$ cat config.mk
export PLATFORM = sky130hd
export DESIGN_NAME = dac_serial_host_interface
export DESIGN_NICKNAME = d
export VERILOG_FILES = /design/src/dac_host_pkg.sv /design/src/word_fifo.sv /design/src/dac_serial_host_interface.sv
export SDC_FILE = /design/constraint.sdc
export NUM_CORES = 1
export LEC_CHECK = 0
export BUFFER_PORTS_ARGS = -buffer_cell sky130_fd_sc_hd__buf_2
export CAP_MARGIN = 5
export CORE_AREA = 4 4 222 387
export DETAILED_ROUTE_END_ITERATION = 16
export DIE_AREA = 0 0 226 391
export GPL_TIMING_DRIVEN = 0
export PLACE_DENSITY = 0.66
export SLEW_MARGIN = 20
export SYNTH_ARGS = -nofsm -noshare
export SYNTH_HDL_FRONTEND = slang
export SYNTH_SLANG_ARGS = --single-unit
$ cat constraint.sdc
create_clock -name clk_sys -period 5.48 [get_ports clk_sys]
set_clock_uncertainty 0.05 [all_clocks]
set_input_delay 0.274 -clock clk_sys [delete_from_list [all_inputs] [get_ports clk_sys]]
set_output_delay 0.274 -clock clk_sys [all_outputs]
set_load 0.1 [all_outputs]
$ cat src/dac_host_pkg.sv
// Purpose: Shared constants and types for the DAC serial host interface
// Assumes: 24-bit clocked serial words and a 32-channel device
// Notes:   Pin group travels as one struct so it can be synchronised in one step
package dac_host_pkg;

  localparam int          WORD_BITS    = 24;
  localparam int          TOGGLE_POS   = 23;
  localparam int          RW_POS       = 22;
  localparam int          CHAN_LSB     = 16;
  localparam int          REG_HI_POS   = 15;
  localparam int          REG_LO_POS   = 14;
  localparam int          DATA_BITS    = 14;
  localparam int          ECHO_BITS    = 10;
  localparam int          FIFO_DEPTH   = 32;
  localparam logic [4:0]  FULL_COUNT   = 5'h18;
  localparam logic [4:0]  SLAVE_FIXED  = 5'h15;
  localparam logic [7:0]  BURST_PTR    = 8'hFF;
  localparam logic [4:0]  LAST_CHANNEL = 5'h1F;
  localparam logic [2:0]  LAST_BIT     = 3'h7;

  typedef struct packed {
    logic       toggle_ab;
    logic [4:0] channel_address;
    logic       register_select_hi;
    logic       register_select_lo;
    logic [13:0] data_field;
  } dac_word_t;

  typedef struct packed {
    logic [4:0] channel_address;
    logic       register_select_hi;
    logic       register_select_lo;
  } readback_sel_t;

  typedef struct packed {
    logic sclk;
    logic sync_n;
    logic din;
    logic chain;
    logic sp_sel;
    logic st_sel;
    logic scl;
    logic sda;
    logic ad_hi;
    logic ad_lo;
  } pins_t;

  typedef enum logic [1:0] {
    TW_IDLE = 2'b00,
    TW_RX   = 2'b01,
    TW_ACK  = 2'b11,
    TW_SKIP = 2'b10
  } tw_state_t;

  typedef enum logic [1:0] {
    BK_ADDR = 2'b00,
    BK_PTR  = 2'b01,
    BK_DHI  = 2'b11,
    BK_DLO  = 2'b10
  } byte_kind_t;

endpackage

$ cat src/word_fifo.sv
// Purpose: Synchronous FIFO with valid/ready on both sides
// Assumes: DEPTH is a power of two
// Notes:   Pointers carry one extra bit to tell full from empty
module word_fifo #(
  parameter int WIDTH = 22,
  parameter int DEPTH = 32
) (
  input  wire logic             clk_sys,
  input  wire logic             rst,
  input  wire logic             in_valid,
  output logic                  in_ready,
  input  wire logic [WIDTH-1:0] in_data,
  output logic                  out_valid,
  input  wire logic             out_ready,
  output logic      [WIDTH-1:0] out_data
);
  localparam int AW = $clog2(DEPTH);

  logic [WIDTH-1:0] mem [DEPTH];
  logic [AW:0]      wr_ptr;
  logic [AW:0]      rd_ptr;
  logic [AW:0]      next_wr_ptr;
  logic [AW:0]      next_rd_ptr;
  logic             do_wr;
  logic             do_rd;

  assign in_ready  = !((wr_ptr[AW] != rd_ptr[AW]) && (wr_ptr[AW-1:0] == rd_ptr[AW-1:0]));
  assign out_valid = (wr_ptr != rd_ptr);
  assign out_data  = mem[rd_ptr[AW-1:0]];
  assign do_wr     = in_valid && in_ready;
  assign do_rd     = out_valid && out_ready;

  always_comb
  begin
    next_wr_ptr = do_wr ? AW'(1) + wr_ptr : wr_ptr;
    next_rd_ptr = do_rd ? AW'(1) + rd_ptr : rd_ptr;
  end

  always_ff @(posedge clk_sys or posedge rst)
  begin
    if (rst)
    begin
      wr_ptr <= '0;
      rd_ptr <= '0;
    end
    else
    begin
      wr_ptr <= next_wr_ptr;
      rd_ptr <= next_rd_ptr;
    end
  end

  always_ff @(posedge clk_sys)
  begin
    if (do_wr)
      mem[wr_ptr[AW-1:0]] <= in_data;
  end
endmodule // word_fifo

$ cat src/dac_serial_host_interface.sv
// Purpose: Clocked-frame serial port and write-only two-wire slave of a multichannel DAC
// Assumes: All pins are asynchronous to clk_sys and pass two flip-flops first
// Notes:   Decoded channel words leave through a 32-word FIFO
// What this block does
// - Chain pin high: keep shifting past 24 bits and forward data to serial out.
// - In chain mode, bits beyond 24 clocks ripple out oldest first.
// - Serial out changes on rising serial clock, valid on falling edge.
// - Frame sync rising after full transfer latches the word; no more bits taken.
// - Frame sync rising before 24 clocks discards the frame as bad.
// - Read bit set selects channel and register for readback; data field ignored.
// - Next frame shifts out 10 echoed address bits then 14-bit register value.
// - First readback bit appears at the falling edge of frame sync.
// - Two-wire slave works only when both select pins are high.
// - Slave address is five fixed bits plus the two address pin levels.
// - Slave only, never drives the bus clock, up to 400 kHz.
// - Idle until START followed by own address.
// - Acknowledge each accepted byte by pulling data low in ninth clock.
// - Address, pointer, two data bytes, STOP updates one channel.
// - Without STOP, further pointer plus data pairs update more channels.
// - Pointer 0xFF starts burst at channel 0 with auto increment.
// - Burst register choice comes from the data bytes; no A/B toggle.
// - After channel 31 burst falls back to pointer mode; STOP ends burst.
// - Serial word: toggle, read bit, zero, channel, two register bits, data.
module dac_serial_host_interface (
  input  wire logic                        clk_sys,
  input  wire logic                        rst,
  input  wire logic                        sclk_pin,
  input  wire logic                        sync_n_pin,
  input  wire logic                        din_pin,
  input  wire logic                        chain_enable_pin,
  output logic                             serial_out_pin,
  input  wire logic                        serial_parallel_select,
  input  wire logic                        serial_type_select,
  input  wire logic                        scl_pin,
  input  wire logic                        sda_in,
  output logic                             sda_out,
  output logic                             sda_oe,
  input  wire logic                        bus_addr_pin_hi,
  input  wire logic                        bus_addr_pin_lo,
  output logic                             word_valid,
  input  wire logic                        word_ready,
  output dac_host_pkg::dac_word_t          word,
  output logic                             readback_req,
  output dac_host_pkg::readback_sel_t      readback_sel,
  input  wire logic [13:0]                 readback_data,
  output logic                             bad_frame,
  output logic                             word_dropped
);
  dac_host_pkg::pins_t      pin_raw;
  dac_host_pkg::pins_t      pin_meta;
  dac_host_pkg::pins_t      pin_s;
  dac_host_pkg::pins_t      pin_prev;
  logic                     sclk_rise;
  logic                     sclk_fall;
  logic                     sync_fall;
  logic                     sync_rise;
  logic                     scl_rise;
  logic                     scl_fall;
  logic                     bus_start;
  logic                     bus_stop;
  logic                     ser_mode;
  logic                     tw_mode;
  logic [23:0]              sr;
  logic [23:0]              next_sr;
  logic [4:0]               cnt;
  logic [4:0]               next_cnt;
  logic                     frame_open;
  logic                     next_frame_open;
  logic                     next_sdo;
  logic                     rb_pending;
  logic                     next_rb_pending;
  logic [9:0]               rb_echo;
  logic [9:0]               next_rb_echo;
  logic                     next_rb_req;
  dac_host_pkg::readback_sel_t next_rb_sel;
  logic                     next_bad;
  logic                     next_drop;
  logic                     ser_push;
  dac_host_pkg::dac_word_t  ser_word;
  dac_host_pkg::tw_state_t  tw_state;
  dac_host_pkg::tw_state_t  next_tw_state;
  dac_host_pkg::byte_kind_t kind;
  dac_host_pkg::byte_kind_t next_kind;
  logic [2:0]               bitn;
  logic [2:0]               next_bitn;
  logic [7:0]               shreg;
  logic [7:0]               next_shreg;
  logic [7:0]               rx_byte;
  logic                     burst;
  logic                     next_burst;
  logic [4:0]               chan;
  logic [4:0]               next_chan;
  logic [7:0]               dhi;
  logic [7:0]               next_dhi;
  logic                     next_oe;
  logic                     addr_match;
  logic                     tw_push;
  dac_host_pkg::dac_word_t  tw_word;
  logic                     push_valid;
  logic                     next_push_valid;
  dac_host_pkg::dac_word_t  push_word;
  dac_host_pkg::dac_word_t  next_push_word;
  logic                     fifo_in_ready;

  assign pin_raw = '{sclk: sclk_pin, sync_n: sync_n_pin, din: din_pin, chain: chain_enable_pin,
                     sp_sel: serial_parallel_select, st_sel: serial_type_select, scl: scl_pin,
                     sda: sda_in, ad_hi: bus_addr_pin_hi, ad_lo: bus_addr_pin_lo};

  always_ff @(posedge clk_sys or posedge rst)
  begin
    if (rst)
    begin
      pin_meta <= '1;
      pin_s    <= '1;
      pin_prev <= '1;
    end
    else
    begin
      pin_meta <= pin_raw;
      pin_s    <= pin_meta;
      pin_prev <= pin_s;
    end
  end

  assign sclk_rise = pin_s.sclk && !pin_prev.sclk;
  assign sclk_fall = !pin_s.sclk && pin_prev.sclk;
  assign sync_fall = !pin_s.sync_n && pin_prev.sync_n;
  assign sync_rise = pin_s.sync_n && !pin_prev.sync_n;
  assign scl_rise  = pin_s.scl && !pin_prev.scl;
  assign scl_fall  = !pin_s.scl && pin_prev.scl;
  assign bus_start = pin_s.scl && pin_prev.scl && !pin_s.sda && pin_prev.sda;
  assign bus_stop  = pin_s.scl && pin_prev.scl && pin_s.sda && !pin_prev.sda;
  assign ser_mode  = pin_s.sp_sel && !pin_s.st_sel;
  assign tw_mode   = pin_s.sp_sel && pin_s.st_sel;

  // Clocked-frame serial port
  always_comb
  begin
    next_sr         = sr;
    next_cnt        = cnt;
    next_frame_open = frame_open;
    next_sdo        = serial_out_pin;
    next_rb_pending = rb_pending;
    next_rb_echo    = rb_echo;
    next_rb_req     = 1'b0;
    next_rb_sel     = readback_sel;
    next_bad        = 1'b0;
    next_drop       = 1'b0;
    ser_push        = 1'b0;
    ser_word        = '{toggle_ab: sr[dac_host_pkg::TOGGLE_POS],
                        channel_address: sr[dac_host_pkg::CHAN_LSB +: 5],
                        register_select_hi: sr[dac_host_pkg::REG_HI_POS],
                        register_select_lo: sr[dac_host_pkg::REG_LO_POS],
                        data_field: sr[dac_host_pkg::DATA_BITS-1:0]};
    if (!ser_mode)
      next_frame_open = 1'b0;
    else if (sync_fall)
    begin
      next_frame_open = 1'b1;
      next_cnt        = '0;
      if (rb_pending)
      begin
        next_sr         = {rb_echo, readback_data};
        next_sdo        = rb_echo[dac_host_pkg::ECHO_BITS-1];
        next_rb_pending = 1'b0;
      end
    end
    else if (sync_rise && frame_open)
    begin
      next_frame_open = 1'b0;
      if (cnt < dac_host_pkg::FULL_COUNT)
        next_bad = 1'b1;
      else if (sr[dac_host_pkg::RW_POS])
      begin
        next_rb_req     = 1'b1;
        next_rb_pending = 1'b1;
        next_rb_echo    = sr[dac_host_pkg::WORD_BITS-1 -: dac_host_pkg::ECHO_BITS];
        next_rb_sel     = '{channel_address: ser_word.channel_address,
                            register_select_hi: ser_word.register_select_hi,
                            register_select_lo: ser_word.register_select_lo};
      end
      else if (push_valid)
        next_drop = 1'b1;
      else
        ser_push = 1'b1;
    end
    else if (frame_open && !pin_s.sync_n)
    begin
      if (sclk_fall && (pin_s.chain || cnt < dac_host_pkg::FULL_COUNT))
      begin
        next_sr = {sr[dac_host_pkg::WORD_BITS-2:0], pin_s.din};
        if (cnt < dac_host_pkg::FULL_COUNT)
          next_cnt = cnt + 5'h1;
      end
      if (sclk_rise)
        next_sdo = sr[dac_host_pkg::WORD_BITS-1];
    end
  end

  always_ff @(posedge clk_sys or posedge rst)
  begin
    if (rst)
    begin
      sr             <= '0;
      cnt            <= '0;
      frame_open     <= 1'b0;
      serial_out_pin <= 1'b0;
      rb_pending     <= 1'b0;
      rb_echo        <= '0;
      readback_req   <= 1'b0;
      readback_sel   <= '0;
      bad_frame      <= 1'b0;
      word_dropped   <= 1'b0;
    end
    else
    begin
      sr             <= next_sr;
      cnt            <= next_cnt;
      frame_open     <= next_frame_open;
      serial_out_pin <= next_sdo;
      rb_pending     <= next_rb_pending;
      rb_echo        <= next_rb_echo;
      readback_req   <= next_rb_req;
      readback_sel   <= next_rb_sel;
      bad_frame      <= next_bad;
      word_dropped   <= next_drop;
    end
  end

  // Two-wire write-only slave; the bus clock is only ever sampled
  assign rx_byte    = {shreg[6:0], pin_s.sda};
  assign addr_match = (rx_byte[7:3] == dac_host_pkg::SLAVE_FIXED) &&
                      (rx_byte[2:1] == {pin_s.ad_hi, pin_s.ad_lo}) && !rx_byte[0];
  assign sda_out    = 1'b0;

  always_comb
  begin
    next_tw_state = tw_state;
    next_kind     = kind;
    next_bitn     = bitn;
    next_shreg    = shreg;
    next_burst    = burst;
    next_chan     = chan;
    next_dhi      = dhi;
    next_oe       = sda_oe;
    tw_push       = 1'b0;
    tw_word       = '{toggle_ab: 1'b0, channel_address: chan, register_select_hi: dhi[7],
                      register_select_lo: dhi[6], data_field: {dhi[5:0], rx_byte}};
    if (!tw_mode || bus_stop)
    begin
      next_tw_state = dac_host_pkg::TW_IDLE;
      next_burst    = 1'b0;
      next_oe       = 1'b0;
    end
    else if (bus_start)
    begin
      next_tw_state = dac_host_pkg::TW_RX;
      next_kind     = dac_host_pkg::BK_ADDR;
      next_bitn     = '0;
      next_burst    = 1'b0;
      next_oe       = 1'b0;
    end
    else
    begin
      case (tw_state)
        dac_host_pkg::TW_RX:
        begin
          if (scl_rise)
          begin
            next_shreg = rx_byte;
            next_bitn  = bitn + 3'h1;
            if (bitn == dac_host_pkg::LAST_BIT)
            begin
              next_tw_state = dac_host_pkg::TW_ACK;
              case (kind)
                dac_host_pkg::BK_ADDR:
                begin
                  if (addr_match)
                    next_kind = dac_host_pkg::BK_PTR;
                  else
                    next_tw_state = dac_host_pkg::TW_SKIP;
                end
                dac_host_pkg::BK_PTR:
                begin
                  next_kind  = dac_host_pkg::BK_DHI;
                  next_burst = (rx_byte == dac_host_pkg::BURST_PTR);
                  next_chan  = next_burst ? '0 : rx_byte[4:0];
                end
                dac_host_pkg::BK_DHI:
                begin
                  next_kind = dac_host_pkg::BK_DLO;
                  next_dhi  = rx_byte;
                end
                default:
                begin
                  if (push_valid)
                    next_tw_state = dac_host_pkg::TW_SKIP;
                  else
                  begin
                    tw_push = 1'b1;
                    if (burst && chan != dac_host_pkg::LAST_CHANNEL)
                    begin
                      next_chan = chan + 5'h1;
                      next_kind = dac_host_pkg::BK_DHI;
                    end
                    else
                    begin
                      next_burst = 1'b0;
                      next_kind  = dac_host_pkg::BK_PTR;
                    end
                  end
                end
              endcase
            end
          end
        end
        dac_host_pkg::TW_ACK:
        begin
          if (scl_fall && !sda_oe)
            next_oe = 1'b1;
          else if (scl_fall)
          begin
            next_oe       = 1'b0;
            next_tw_state = dac_host_pkg::TW_RX;
            next_bitn     = '0;
          end
        end
        default:
          next_oe = 1'b0;
      endcase
    end
  end

  always_ff @(posedge clk_sys or posedge rst)
  begin
    if (rst)
    begin
      tw_state <= dac_host_pkg::TW_IDLE;
      kind     <= dac_host_pkg::BK_ADDR;
      bitn     <= '0;
      shreg    <= '0;
      burst    <= 1'b0;
      chan     <= '0;
      dhi      <= '0;
      sda_oe   <= 1'b0;
    end
    else
    begin
      tw_state <= next_tw_state;
      kind     <= next_kind;
      bitn     <= next_bitn;
      shreg    <= next_shreg;
      burst    <= next_burst;
      chan     <= next_chan;
      dhi      <= next_dhi;
      sda_oe   <= next_oe;
    end
  end

  // One-word holding stage in front of the FIFO; new words are dropped while it is full
  always_comb
  begin
    next_push_valid = push_valid && !fifo_in_ready;
    next_push_word  = push_word;
    if (ser_push || tw_push)
    begin
      next_push_valid = 1'b1;
      next_push_word  = ser_push ? ser_word : tw_word;
    end
  end

  always_ff @(posedge clk_sys or posedge rst)
  begin
    if (rst)
    begin
      push_valid <= 1'b0;
      push_word  <= '0;
    end
    else
    begin
      push_valid <= next_push_valid;
      push_word  <= next_push_word;
    end
  end

  word_fifo #(.WIDTH($bits(dac_host_pkg::dac_word_t)), .DEPTH(dac_host_pkg::FIFO_DEPTH)) u_fifo (
    .clk_sys  (clk_sys),
    .rst      (rst),
    .in_valid (push_valid),
    .in_ready (fifo_in_ready),
    .in_data  (push_word),
    .out_valid(word_valid),
    .out_ready(word_ready),
    .out_data (word)
  );
endmodule // dac_serial_host_interface

==> impl_metrics.tcl, run 1 <==
set metrics [dict create \
    outcome "completed" \
    end_kind "output port" \
    clkSinkCount 837 \
    tns_ps 0 \
    synthXorXnorAreaFrac_pct 0.5849 \
    worst_slew_pin_slew_ps 1200 \
    final_util_pct 46.15 \
    setup_violations 0 \
    maxSlewViolCount 0 \
    drive_above_1_share_pct 24.73 \
    reg2reg_to "u_fifo.mem[3][1]$_DFFE_PP_" \
    synthMuxAreaShare_pct 13.43 \
    synthSimpleGateAreaFrac_pct 3.141 \
    wl_per_cell_um 26.71 \
    grt_pass1_wl_um 122000 \
    r2r_slack_ps 2200 \
    rsz0062_at_grt "false" \
    syn_nets 1804 \
    cp_slowest_cell "a2111oi_1" \
    dieArea_um2 88370 \
    place.gp.congestion 0.8563 \
    clkSlewWorstSetupHoldPaths_ps 70 \
    ir_worst_vdd_uv 241.9 \
    cp_common_cell "buf_2" \
    htree_num_levels 3 \
    drt-pass1-iter-count 6 \
    ys_warn_count 0 \
    path_buf_inv 4 \
    cts_buffers 74 \
    place_ws_ps 1633 \
    post-route-min-period_ps 4535 \
    cp.required_ps 5160 \
    wl_um 82340 \
    syn_inst 1763 \
    min_period_over_period_pct 82.75 \
    cts.path.max_buffers 3 \
    portBuffers 61 \
    synth_area_per_cell_um2 18.69 \
    path_class "reg -> out" \
    hold_viol_final 0 \
    synth_flop_cell "edfxtp_1" \
    power_frac_comb_pct 0.8 \
    cts_resized 0 \
    fmax_ghz 0.2205 \
    setup_slack_ps 945.4 \
    drcViolationCount 0 \
    clkPwrFrac_pct 41.8 \
    synth_area_um2 32940 \
    ant_nets 0 \
    cp_slowest_stage_delay_ps 1070 \
    vias 17660 \
    synth.distinct_cells 68 \
    grtUsageTotal_pct 18.69 \
    synth_compound_area_share_pct 5.997 \
    p_int_w 0.009550 \
    start_kind "register" \
    cts_tree "yes" \
    final_common_cell "edfxtp_1" \
    ys_seq_area_share_pct 74.37 \
    io_pins 63 \
    maxSlewHeadroom_pct 19.80 \
    core_region_area_um2 82850 \
    chipWidth_um 226 \
    grt_max_degree 93 \
    diodes 0 \
    grt_pass1_vias 18780 \
    synth-seq-cells 837 \
    powerDensity_nw_per_um2 312.1 \
    arrival_ps 4210 \
    synth-edff-count 704 \
    power.net_switching_w 0.002382 \
    initial_core_util_pct 39.76 \
    final_cell_mix "edfxtp_1 (704), mux4_2 (132), mux2i_1 (109)" \
    via_per_inst 5.728 \
    swShare_pct 19.96 \
    root_buffer "clkbuf_16" \
    synth_fa_ha_area_share_pct 0.5621 \
    syn_to_final_growth_pct 16.07 \
    crit_fanout 10 \
    fin_nets 2005 \
    synthArstFlopShare_pct 15.89 \
    path_cells "buf_2 -> buf_2 -> clkbuf_1 -> mux4_2 -> a2111oi_1 -> a21oi_1 -> buf_2" \
    hold_path_class "in -> async" \
    drv_cap 0 \
    p_leak_nw 10.85 \
    clock_latency_ps 660 \
    reg2reg_depth 8 \
    grt_overflow 0 \
    cp_top_family "buffers and inverters" \
    antenna_found_initial 1 \
    crit-reg2reg-launch "u_fifo.rd_ptr[0]$_DFFE_PP0P_" \
    die_h_um 391 \
    pwr-share-seq_pct 57.4 \
    synth_top_family_by_area "multiplexers" \
    row_count 140 \
    dp_hpwl_um 55430 \
    drt-initial-drc-count 1646 \
]
per-stage QoR:
stage                     cell area, um^2  instances  power (W)  hold slack [ps]
after floorplan                     32940       1763   0.007026            228.5
after global placement              34580       2889   0.007055            295.6
after detailed placement            35680       2926   0.007062            239.2
after CTS                           38200       3082    0.01201            94.23
after global routing                38240       3083    0.01227            163.8
final                               38240       3083    0.01193            128.0
power by group through the flow:
stage                     Sequential (W)  Clock (W)  Combinational [W]
after floorplan                  0.00698          0          0.0000504
after global placement           0.00698          0          0.0000752
after detailed placement         0.00698          0          0.0000812
after CTS                        0.00685    0.00507          0.0000956
after global routing             0.00684    0.00532           0.000107
final                            0.00685    0.00499          0.0000946
registers in the layout, summed over array words and instances, names as in the netlist, 3 cells and up:
register       count
pin_meta          10
sr                24
bitn               3
rb_echo            6
u_fifo.rd_ptr      6
pin_prev           4
dhi                8
u_fifo.wr_ptr      6
pin_s             10
push_word         22
cnt                5
u_fifo.mem       704
chan               5
readback_sel       4
shreg              7
worst min-delay path: cells and delay by family:
family | cells | cell delay, ps
buffers and inverters | 3 | 930
routing by layer:
layer / vias to the layer above / track usage, % / wire, um
met5: - / 0 / 13
met4: 2 / 7.968 / 3463
met3: 157 / 2.438 / 3808
met2: 639 / 35.44 / 46200
met1: 9306 / 20.76 / 28850
li1: 7556 / - / -
Yosys cell counts, types with 2 or more instances:
cell | number | area (um^2)
edfxtp_1 | 704 | 21140
a2111oi_2 | 7 | 105.1
clkbuf_1 | 54 | 202.7
or2_2 | 3 | 18.77
nand3b_1 | 6 | 45.04
nand3_1 | 16 | 80.08
a21oi_1 | 90 | 450.4
nand4_1 | 8 | 50.05
nor2b_1 | 6 | 37.54
mux2_2 | 20 | 225.2
nand2b_1 | 3 | 18.77
or3b_2 | 2 | 17.52
o21bai_1 | 2 | 15.01
nor3b_1 | 3 | 22.52
nand2_1 | 67 | 251.5
inv_1 | 14 | 52.55
buf_2 | 31 | 155.2
o21a_1 | 4 | 30.03
a22o_1 | 17 | 148.9
o22ai_1 | 27 | 168.9
xor2_1 | 5 | 43.79
a41oi_1 | 24 | 210.2
and2_1 | 7 | 43.79
o21ai_0 | 10 | 50.05
buf_4 | 18 | 135.1
nor4bb_1 | 2 | 20.02
and4_1 | 2 | 17.52
a2111oi_1 | 9 | 90.09
and3_1 | 7 | 43.79
xnor2_1 | 17 | 148.9
nor2_1 | 62 | 232.7
mux2i_1 | 109 | 1091
nor3_1 | 4 | 20.02
buf_6 | 7 | 78.83
and3b_1 | 3 | 26.28
o211ai_1 | 8 | 60.06
mux2_1 | 12 | 135.1
o221ai_1 | 23 | 201.4
mux4_2 | 132 | 2973
dfrtp_1 | 109 | 2728
a22oi_1 | 35 | 262.8
a211oi_1 | 7 | 52.55
dfstp_2 | 24 | 630.6
ha_1 | 14 | 175.2
o21ai_1 | 6 | 30.03
layout make-up:
class                           count  area (um^2)
Timing Repair Buffer              125         1434
Sequential cell                   837        24520
Inverter                           14        60.06
Clock inverter                     36        312.8
Buffer                            111        575.6
Fill cell                        6862        44620
Tap cell                         1065         1333
Clock buffer                       94         1947
Multi-Input combinational cell    801         8056
timing repair:
item                                   CTS  global route
hold buffers                            26             0
buffers inserted                         0             0
endpoints found under the hold margin  122             0
kinds of logic (layout without fill, tap and decap cells):
group	Yosys count	after routing
flip-flops	837	837
AO/OA/AOI/OAI	280	280
multiplexers	273	273
AND/OR/NAND/NOR	210	210
buffers and inverters	125	380
XOR/XNOR	22	22
adder cells (fa/ha/maj)	15	15
other	1	1
worst max-delay path by stage:
stage / startpoint / endpoint / slack, ps / depth (start not counted)
global placement: rst / sr[16]$_DFFE_PP0P_ / 130 / 2
CTS: u_fifo.rd_ptr[2]$_DFFE_PP0P_ / word[17] / 930 / 7
global route: u_fifo.rd_ptr[2]$_DFFE_PP0P_ / word[17] / 920 / 7
finish: u_fifo.rd_ptr[2]$_DFFE_PP0P_ / word[17] / 950 / 7
detailed placement: u_fifo.rd_ptr[2]$_DFFE_PP0P_ / word[17] / 1630 / 7
floorplan: rst / bad_frame$_DFF_PP0_ / 1640 / 1
Note: power is estimated with default switching activity, not from simulation.
==> inputs of run 2 (changes only) <==
- PLACE_DENSITY: 0.66 -> 0.68
- clock period: 5.48 -> 4.08 ns (I/O delays scaled with it)
==> run 2 against run 1 <==
Non-clock buffer count decreased by 4. Sequential share of layout area down 0.10 points. Power is 35% higher. Final cell count shrank 0.23%. Clock power up 37%. Via count decreased by 0.80%. Design area grew 0.15%. Sequential cell count is the same. Wire length fell by 1.7%. First-iteration DRC count shrank 12%. Largest power group unchanged.
==> impl_metrics.tcl, run 2 (synthesized netlist as in run 1, its figures left out) <==
set metrics [dict create \
    outcome "completed" \
    multi_input_area_um2 8079 \
    place_ws_ps 125.8 \
    final_util_pct 46.22 \
    layout.cells.non_filler 3076 \
    rsz0062_at_grt "true" \
    wl_um 80920 \
    ir_worst_vdd_uv 315.9 \
    seqCellArea_um2 24520 \
    io_pins 63 \
    dp_hpwl_um 54230 \
    via_per_inst 5.695 \
    ant_nets 0 \
    fin_nets 2001 \
    antenna_found_initial 0 \
    setup_slack_ps 20.95 \
    final_common_cell "edfxtp_1" \
    arrival_ps 3810 \
    htree_num_levels 3 \
    final_cell_mix "edfxtp_1 (704), mux4_2 (132), mux2i_1 (109)" \
    portBuffers 61 \
    drive_above_1_share_pct 25.46 \
    cts.path.max_buffers 3 \
    dieArea_um2 88370 \
    clkSlewWorstSetupHoldPaths_ps 70 \
    maxSlewViolCount 0 \
    root_buffer "clkbuf_16" \
    die_h_um 391 \
    grt_max_degree 97 \
    fmax_ghz 0.2464 \
    largest_register_ffs 704 \
    cts_tree "yes" \
    cp.required_ps 3830 \
    grt_pass1_vias 18586 \
    syn_to_final_growth_pct 16.25 \
    p_leak_nw 10.90 \
    start_kind "register" \
    chipWidth_um 226 \
    diodes 0 \
    maxSlewHeadroom_pct 25.28 \
    path_class "reg -> out" \
    power_w 0.01617 \
    place.gp.congestion 0.8543 \
    tns_ps 0 \
    drv_cap 0 \
    hold_viol_final 0 \
    min_period_over_period_pct 99.49 \
    drcViolationCount 0 \
    hold_path_class "in -> async" \
    wl_per_cell_um 26.31 \
    clkSinkCount 837 \
    setup_violations 0 \
    grt_overflow 0 \
    core_region_area_um2 82850 \
    drt-initial-drc-count 1447 \
    crit_fanout 10 \
    reg2reg_depth 8 \
    drt-pass1-iter-count 5 \
    end_kind "output port" \
    worst_slew_pin_slew_ps 1118 \
    grtUsageTotal_pct 18.43 \
    nFillCells 6842 \
    grt_pass1_wl_um 120700 \
    powerDensity_nw_per_um2 422.1 \
    dp.cells 2923 \
    vias 17519 \
    initial_core_util_pct 39.76 \
    clock_latency_ps 630 \
    post-route-min-period_ps 4059 \
    row_count 140 \
    cts_buffers 74 \
]
run 2: cell types whose count changed in the layout (fill, tap and decap cells not counted), sizes merged:
cell	change
clkinv	-5
buf	-4
clkinvlp	+3
clkbuf	-2
bufinv	+1
run 2: power by group:
part	leakage [nW]	internal [W]	total (W)	switching [W]
Combinational	3.23	0.0000490	0.000126	0.0000773
Clock	1.15	0.00379	0.00685	0.00305
Sequential	6.52	0.00918	0.00919	0.0000181
Total	10.9	0.0130	0.0162	0.00315
run 2: worst paths after layout:
| check | end | start | slack (ps) |
|---|---|---|---|
| max | word[20] | u_fifo.rd_ptr[1]$_DFFE_PP0P_ | 20 |
| min | sda_oe$_DFFE_PP0P_ | rst | 50 |
| max reg2reg | u_fifo.mem[27][4]$_DFFE_PP_ | u_fifo.rd_ptr[0]$_DFFE_PP0P_ | 760 |
| min reg2reg | pin_s[5]$_DFF_PP1_ | pin_meta[5]$_DFF_PP1_ | 310 |
| max in group asynchronous | push_word[8]$_DFFE_PP0P_ | rst | 3110 |
| min in group clk_sys | pin_meta[5]$_DFF_PP1_ | serial_parallel_select | 170 |
run 2: what timing repair did:
item / CTS / global route
buffers inserted: 0 / 0
hold endpoints to repair: 146 / 0
endpoints found under the setup margin: 21 / 19
pin swaps: 0 / 0
resized for setup: 6 / 13
hold buffers: 26 / 0
run 2: area by class of cell:
type / instances / share of cell area (%)
sequential: 837 / 64.02
multi-input combinational: 801 / 21.10
clock buffer: 92 / 5.270
timing repair buffer: 121 / 3.568
tap: 1065 / 3.479
buffer: 111 / 1.532
clock inverter: 35 / 0.8756
inverter: 14 / 0.1568
run 2: critical path, cell delays in order (launching register included):
cell	delay, ps
dfrtp_1	390
buf_2	240
nor2_4	360
buf_2	450
buf_2	480
a22oi_1	250
a21oi_1	450
buf_2	520
run 2: through the flow:
step,hold WS [ps],area [um^2]
after global placement,259.0,34580
after global routing,63.53,38300
after CTS,2.416,38260
after detailed placement,157.5,35630
final,48.81,38300
after floorplan,158.5,32940
run 2: layer usage:
metal / vias to the layer above / track usage [%] / part of all wire (%)
met5: - / 0 / 0
met4: 0 / 8.013 / 4.3
met3: 165 / 2.401 / 4.6
met2: 629 / 34.64 / 56
met1: 9199 / 20.68 / 35
li1: 7526 / - / -
==> inputs of run 3 (changes only) <==
- ABC_AREA: default -> 1
- CORE_AREA: 4 4 222 387 -> 4 4 227 395
- DIE_AREA: 0 0 226 391 -> 0 0 231 399
==> run 3 against run 2 <==
The flow now finishes with violations (negative setup slack). Final cell count is 46% higher. Power is 3.8% higher. Wire length is 31% higher. Worst hold slack worse by 6.4 ps. Highest routed layer unchanged. Fmax is 1.5% lower. Register-to-register slack better by 180 ps. Non-clock buffer count is 79 higher. Critical endpoint is now word[9]. Design area is 4.7% higher. Synthesized cell count is 74% higher. Via count is 38% higher.
==> impl_metrics.tcl, run 3 <==
set metrics [dict create \
    fin_nets 3301 \
    antenna_found_initial 2 \
    grt_pass1_vias 23710 \
    ys_seq_area_share_pct 71.27 \
    dp_hpwl_um 74590 \
    drcViolationCount 0 \
    synth_area_leader_cell "edfxtp_1" \
    p_leak_nw 14.03 \
    seqCellArea_um2 24530 \
    maxSlewViolCount 0 \
    ir_worst_vdd_uv 343.7 \
    htree_num_levels 3 \
    setup_slack_ps -39.28 \
    reg2reg_to "u_fifo.mem[18][20]$_DFFE_PP_" \
    synth_common_cells "edfxtp_1 (704), nand2_1 (584), nor2_1 (531)" \
    clkSlewWorstSetupHoldPaths_ps 70 \
    chipWidth_um 231 \
    fmax_ghz 0.2428 \
    crit-reg2reg-launch "u_fifo.rd_ptr[0]$_DFFE_PP0P_" \
    grt_pass1_wl_um 153000 \
    end_kind "output port" \
    place.gp.congestion 0.9967 \
    vias 24259 \
    cp.required_ps 3830 \
    core_region_area_um2 86600 \
    reg2reg_depth 12 \
    outcome "finished, violations left" \
    wl_per_cell_um 23.69 \
    path_buf_inv 6 \
    hold_viol_final 0 \
    drt-initial-drc-count 2426 \
    cts_buffers 76 \
    crit_fanout 10 \
    wl_um 106100 \
    grt_max_degree 102 \
    cp-startpoint "u_fifo.rd_ptr[0]$_DFFE_PP0P_" \
    violations "negative setup slack" \
    r2r_slack_ps 940 \
    min_period_over_period_pct 101.0 \
    synth-edff-count 704 \
    grt_overflow 0 \
    final_cell_mix "edfxtp_1 (704), nand2_1 (584), nor2_1 (499)" \
    drv_cap 0 \
    cp_slowest_stage_delay_ps 600 \
    cts_setup_buffers 0 \
    tns_ps -39.28 \
    cp_slowest_cell "o211ai_1" \
    path_class "reg -> out" \
    synth_area_um2 34380 \
    cts.path.max_buffers 3 \
    synthMostInstantiatedCell "edfxtp_1" \
    maxSlewHeadroom_pct 35.48 \
    largest_register_ffs 704 \
    worst_slew_pin_slew_ps 967.9 \
    cts_tree "yes" \
    drive_above_1_share_pct 12.00 \
    io_pins 63 \
    synth_flop_cell "edfxtp_1" \
    yosys-top-cells-area "edfxtp_1 (61%), dfrtp_1 (7.9%), nand2_1 (6.4%)" \
    rsz0062_at_grt "false" \
    drt-pass1-iter-count 5 \
    via_per_inst 5.414 \
    synth.distinct_cells 34 \
    synth-seq-cells 837 \
    yosysTopAreaCellShare_pct 61.50 \
    powerDensity_nw_per_um2 418.3 \
    multi_input_area_um2 8861 \
    syn_nets 3100 \
    path_cells "inv_2 -> buf_4 -> buf_4 -> clkbuf_2 -> nor2_1 -> o211ai_1 -> nand3_1 -> nand2_1 -> nand2_1 -> inv_1 -> buf_2" \
    setup_violations 1 \
    row_count 143 \
    final_common_cell "edfxtp_1" \
    power_w 0.01678 \
    ys_warn_count 0 \
    nFillCells 7865 \
    portBuffers 61 \
    clkSinkCount 837 \
    grtUsageTotal_pct 22.74 \
    clock_latency_ps 650 \
    hold_path_class "in -> async" \
    cp_top_family "buffers and inverters" \
    post-route-min-period_ps 4119 \
    dieArea_um2 92170 \
    root_buffer "clkbuf_16" \
    syn_to_final_growth_pct 16.68 \
    initial_core_util_pct 39.70 \
    syn_inst 3059 \
    start_kind "register" \
    arrival_ps 3870 \
    synthArstFlopShare_pct 15.89 \
    ant_nets 0 \
    synth_area_per_cell_um2 11.24 \
    die_h_um 399 \
]
[run 3: cell types whose count changed after synthesis, moves of 24 or more]
| cell | change |
|---|---|
| o22ai_1 | -27 |
| buf_1 | +33 |
| a22oi_1 | -35 |
| o211ai_1 | +58 |
| a41oi_1 | -24 |
| nand3_1 | +217 |
| o21ai_0 | +339 |
| nor2_1 | +469 |
| inv_1 | +86 |
| mux2i_1 | -109 |
| clkbuf_1 | +28 |
| mux4_2 | -132 |
| nand2_1 | +517 |
[run 3: cell type report]
class | count | share of cell area, %
Inverter | 108 | 1.029
Multi-Input combinational cell | 1926 | 22.09
Clock buffer | 90 | 5.004
Clock inverter | 45 | 1.348
Tap cell | 1160 | 3.619
Buffer | 188 | 2.180
Sequential cell | 837 | 61.15
Antenna cell | 4 | 0.02496
Timing Repair Buffer | 123 | 3.556
[run 3: report_power, final]
part / leakage [nW] / total [W] / switching, W / internal, W
Sequential: 7.20 / 0.00921 / 0.0000197 / 0.00919
Combinational: 5.58 / 0.000159 / 0.000100 / 0.0000586
Clock: 1.25 / 0.00741 / 0.00317 / 0.00424
Total: 14.0 / 0.0168 / 0.00329 / 0.0135
[run 3: routing by layer]
layer	wire, um	global-route usage (%)	up-vias	part of all wire [%]
met1	35160	24.37	11757	33
met5	0	0	-	0
met2	53510	40.10	1185	50
met4	9972	18.17	0	9.4
li1	-	-	10990	-
met3	7503	2.970	327	7.1
[run 3: through the flow]
step / worst slack, ps / std cells / hold WS [ps] / util, % / instance area [um^2]
floorplan: 311.3 / 3059 / 158.5 / - / 34380
detailed placement: 355.3 / 4316 / 142.9 / 43.01 / 37250
CTS: 6.844 / 4477 / 12.79 / 46.29 / 40080
global placement: -1296 / 4280 / 258.9 / 41.72 / 36130
finish: -39.28 / 4481 / 42.41 / 46.32 / 40110
global route: 10.47 / 4477 / 64.75 / 46.31 / 40100
[run 3: how the worst max path moves through the flow]
stage	end	slack, ps	cells after the start
2_1_floorplan	bad_frame$_DFF_PP0_	310	1
3_3_place_gp	push_word[6]$_DFFE_PP0P_	-1300	2
3_5_place_dp	word[17]	360	11
4_1_cts	word[15]	7	10
5_1_grt	word[9]	10	11
6_report	word[9]	-40	11
[run 3: logic make-up (layout without fill, tap and decap cells)]
kind of cell / after synthesis / count (layout) / synth area share (%)
adders and majority gates: 14 / 14 / 0.5096
xor gates and xnor gates: 12 / 12 / 0.3057
other: 1 / 5 / 0.01091
AOI/OAI and AO/OA: 523 / 523 / 8.124
and+or+nand+nor: 1376 / 1376 / 16.13
DFF: 837 / 837 / 71.27
buffers and inverters: 296 / 554 / 3.654
[run 3: tightest hold or removal path: cells and delay by family]
family | cells | cell delay [ps]
buffers and inverters | 3 | 890
[run 3: what timing repair did]
action	CTS	global route
hold buffers	26	0
endpoints found under the hold margin	144	0
cloned	0	0
pin swaps	4	3
resized for setup	16	13
endpoints found under the setup margin	22	12
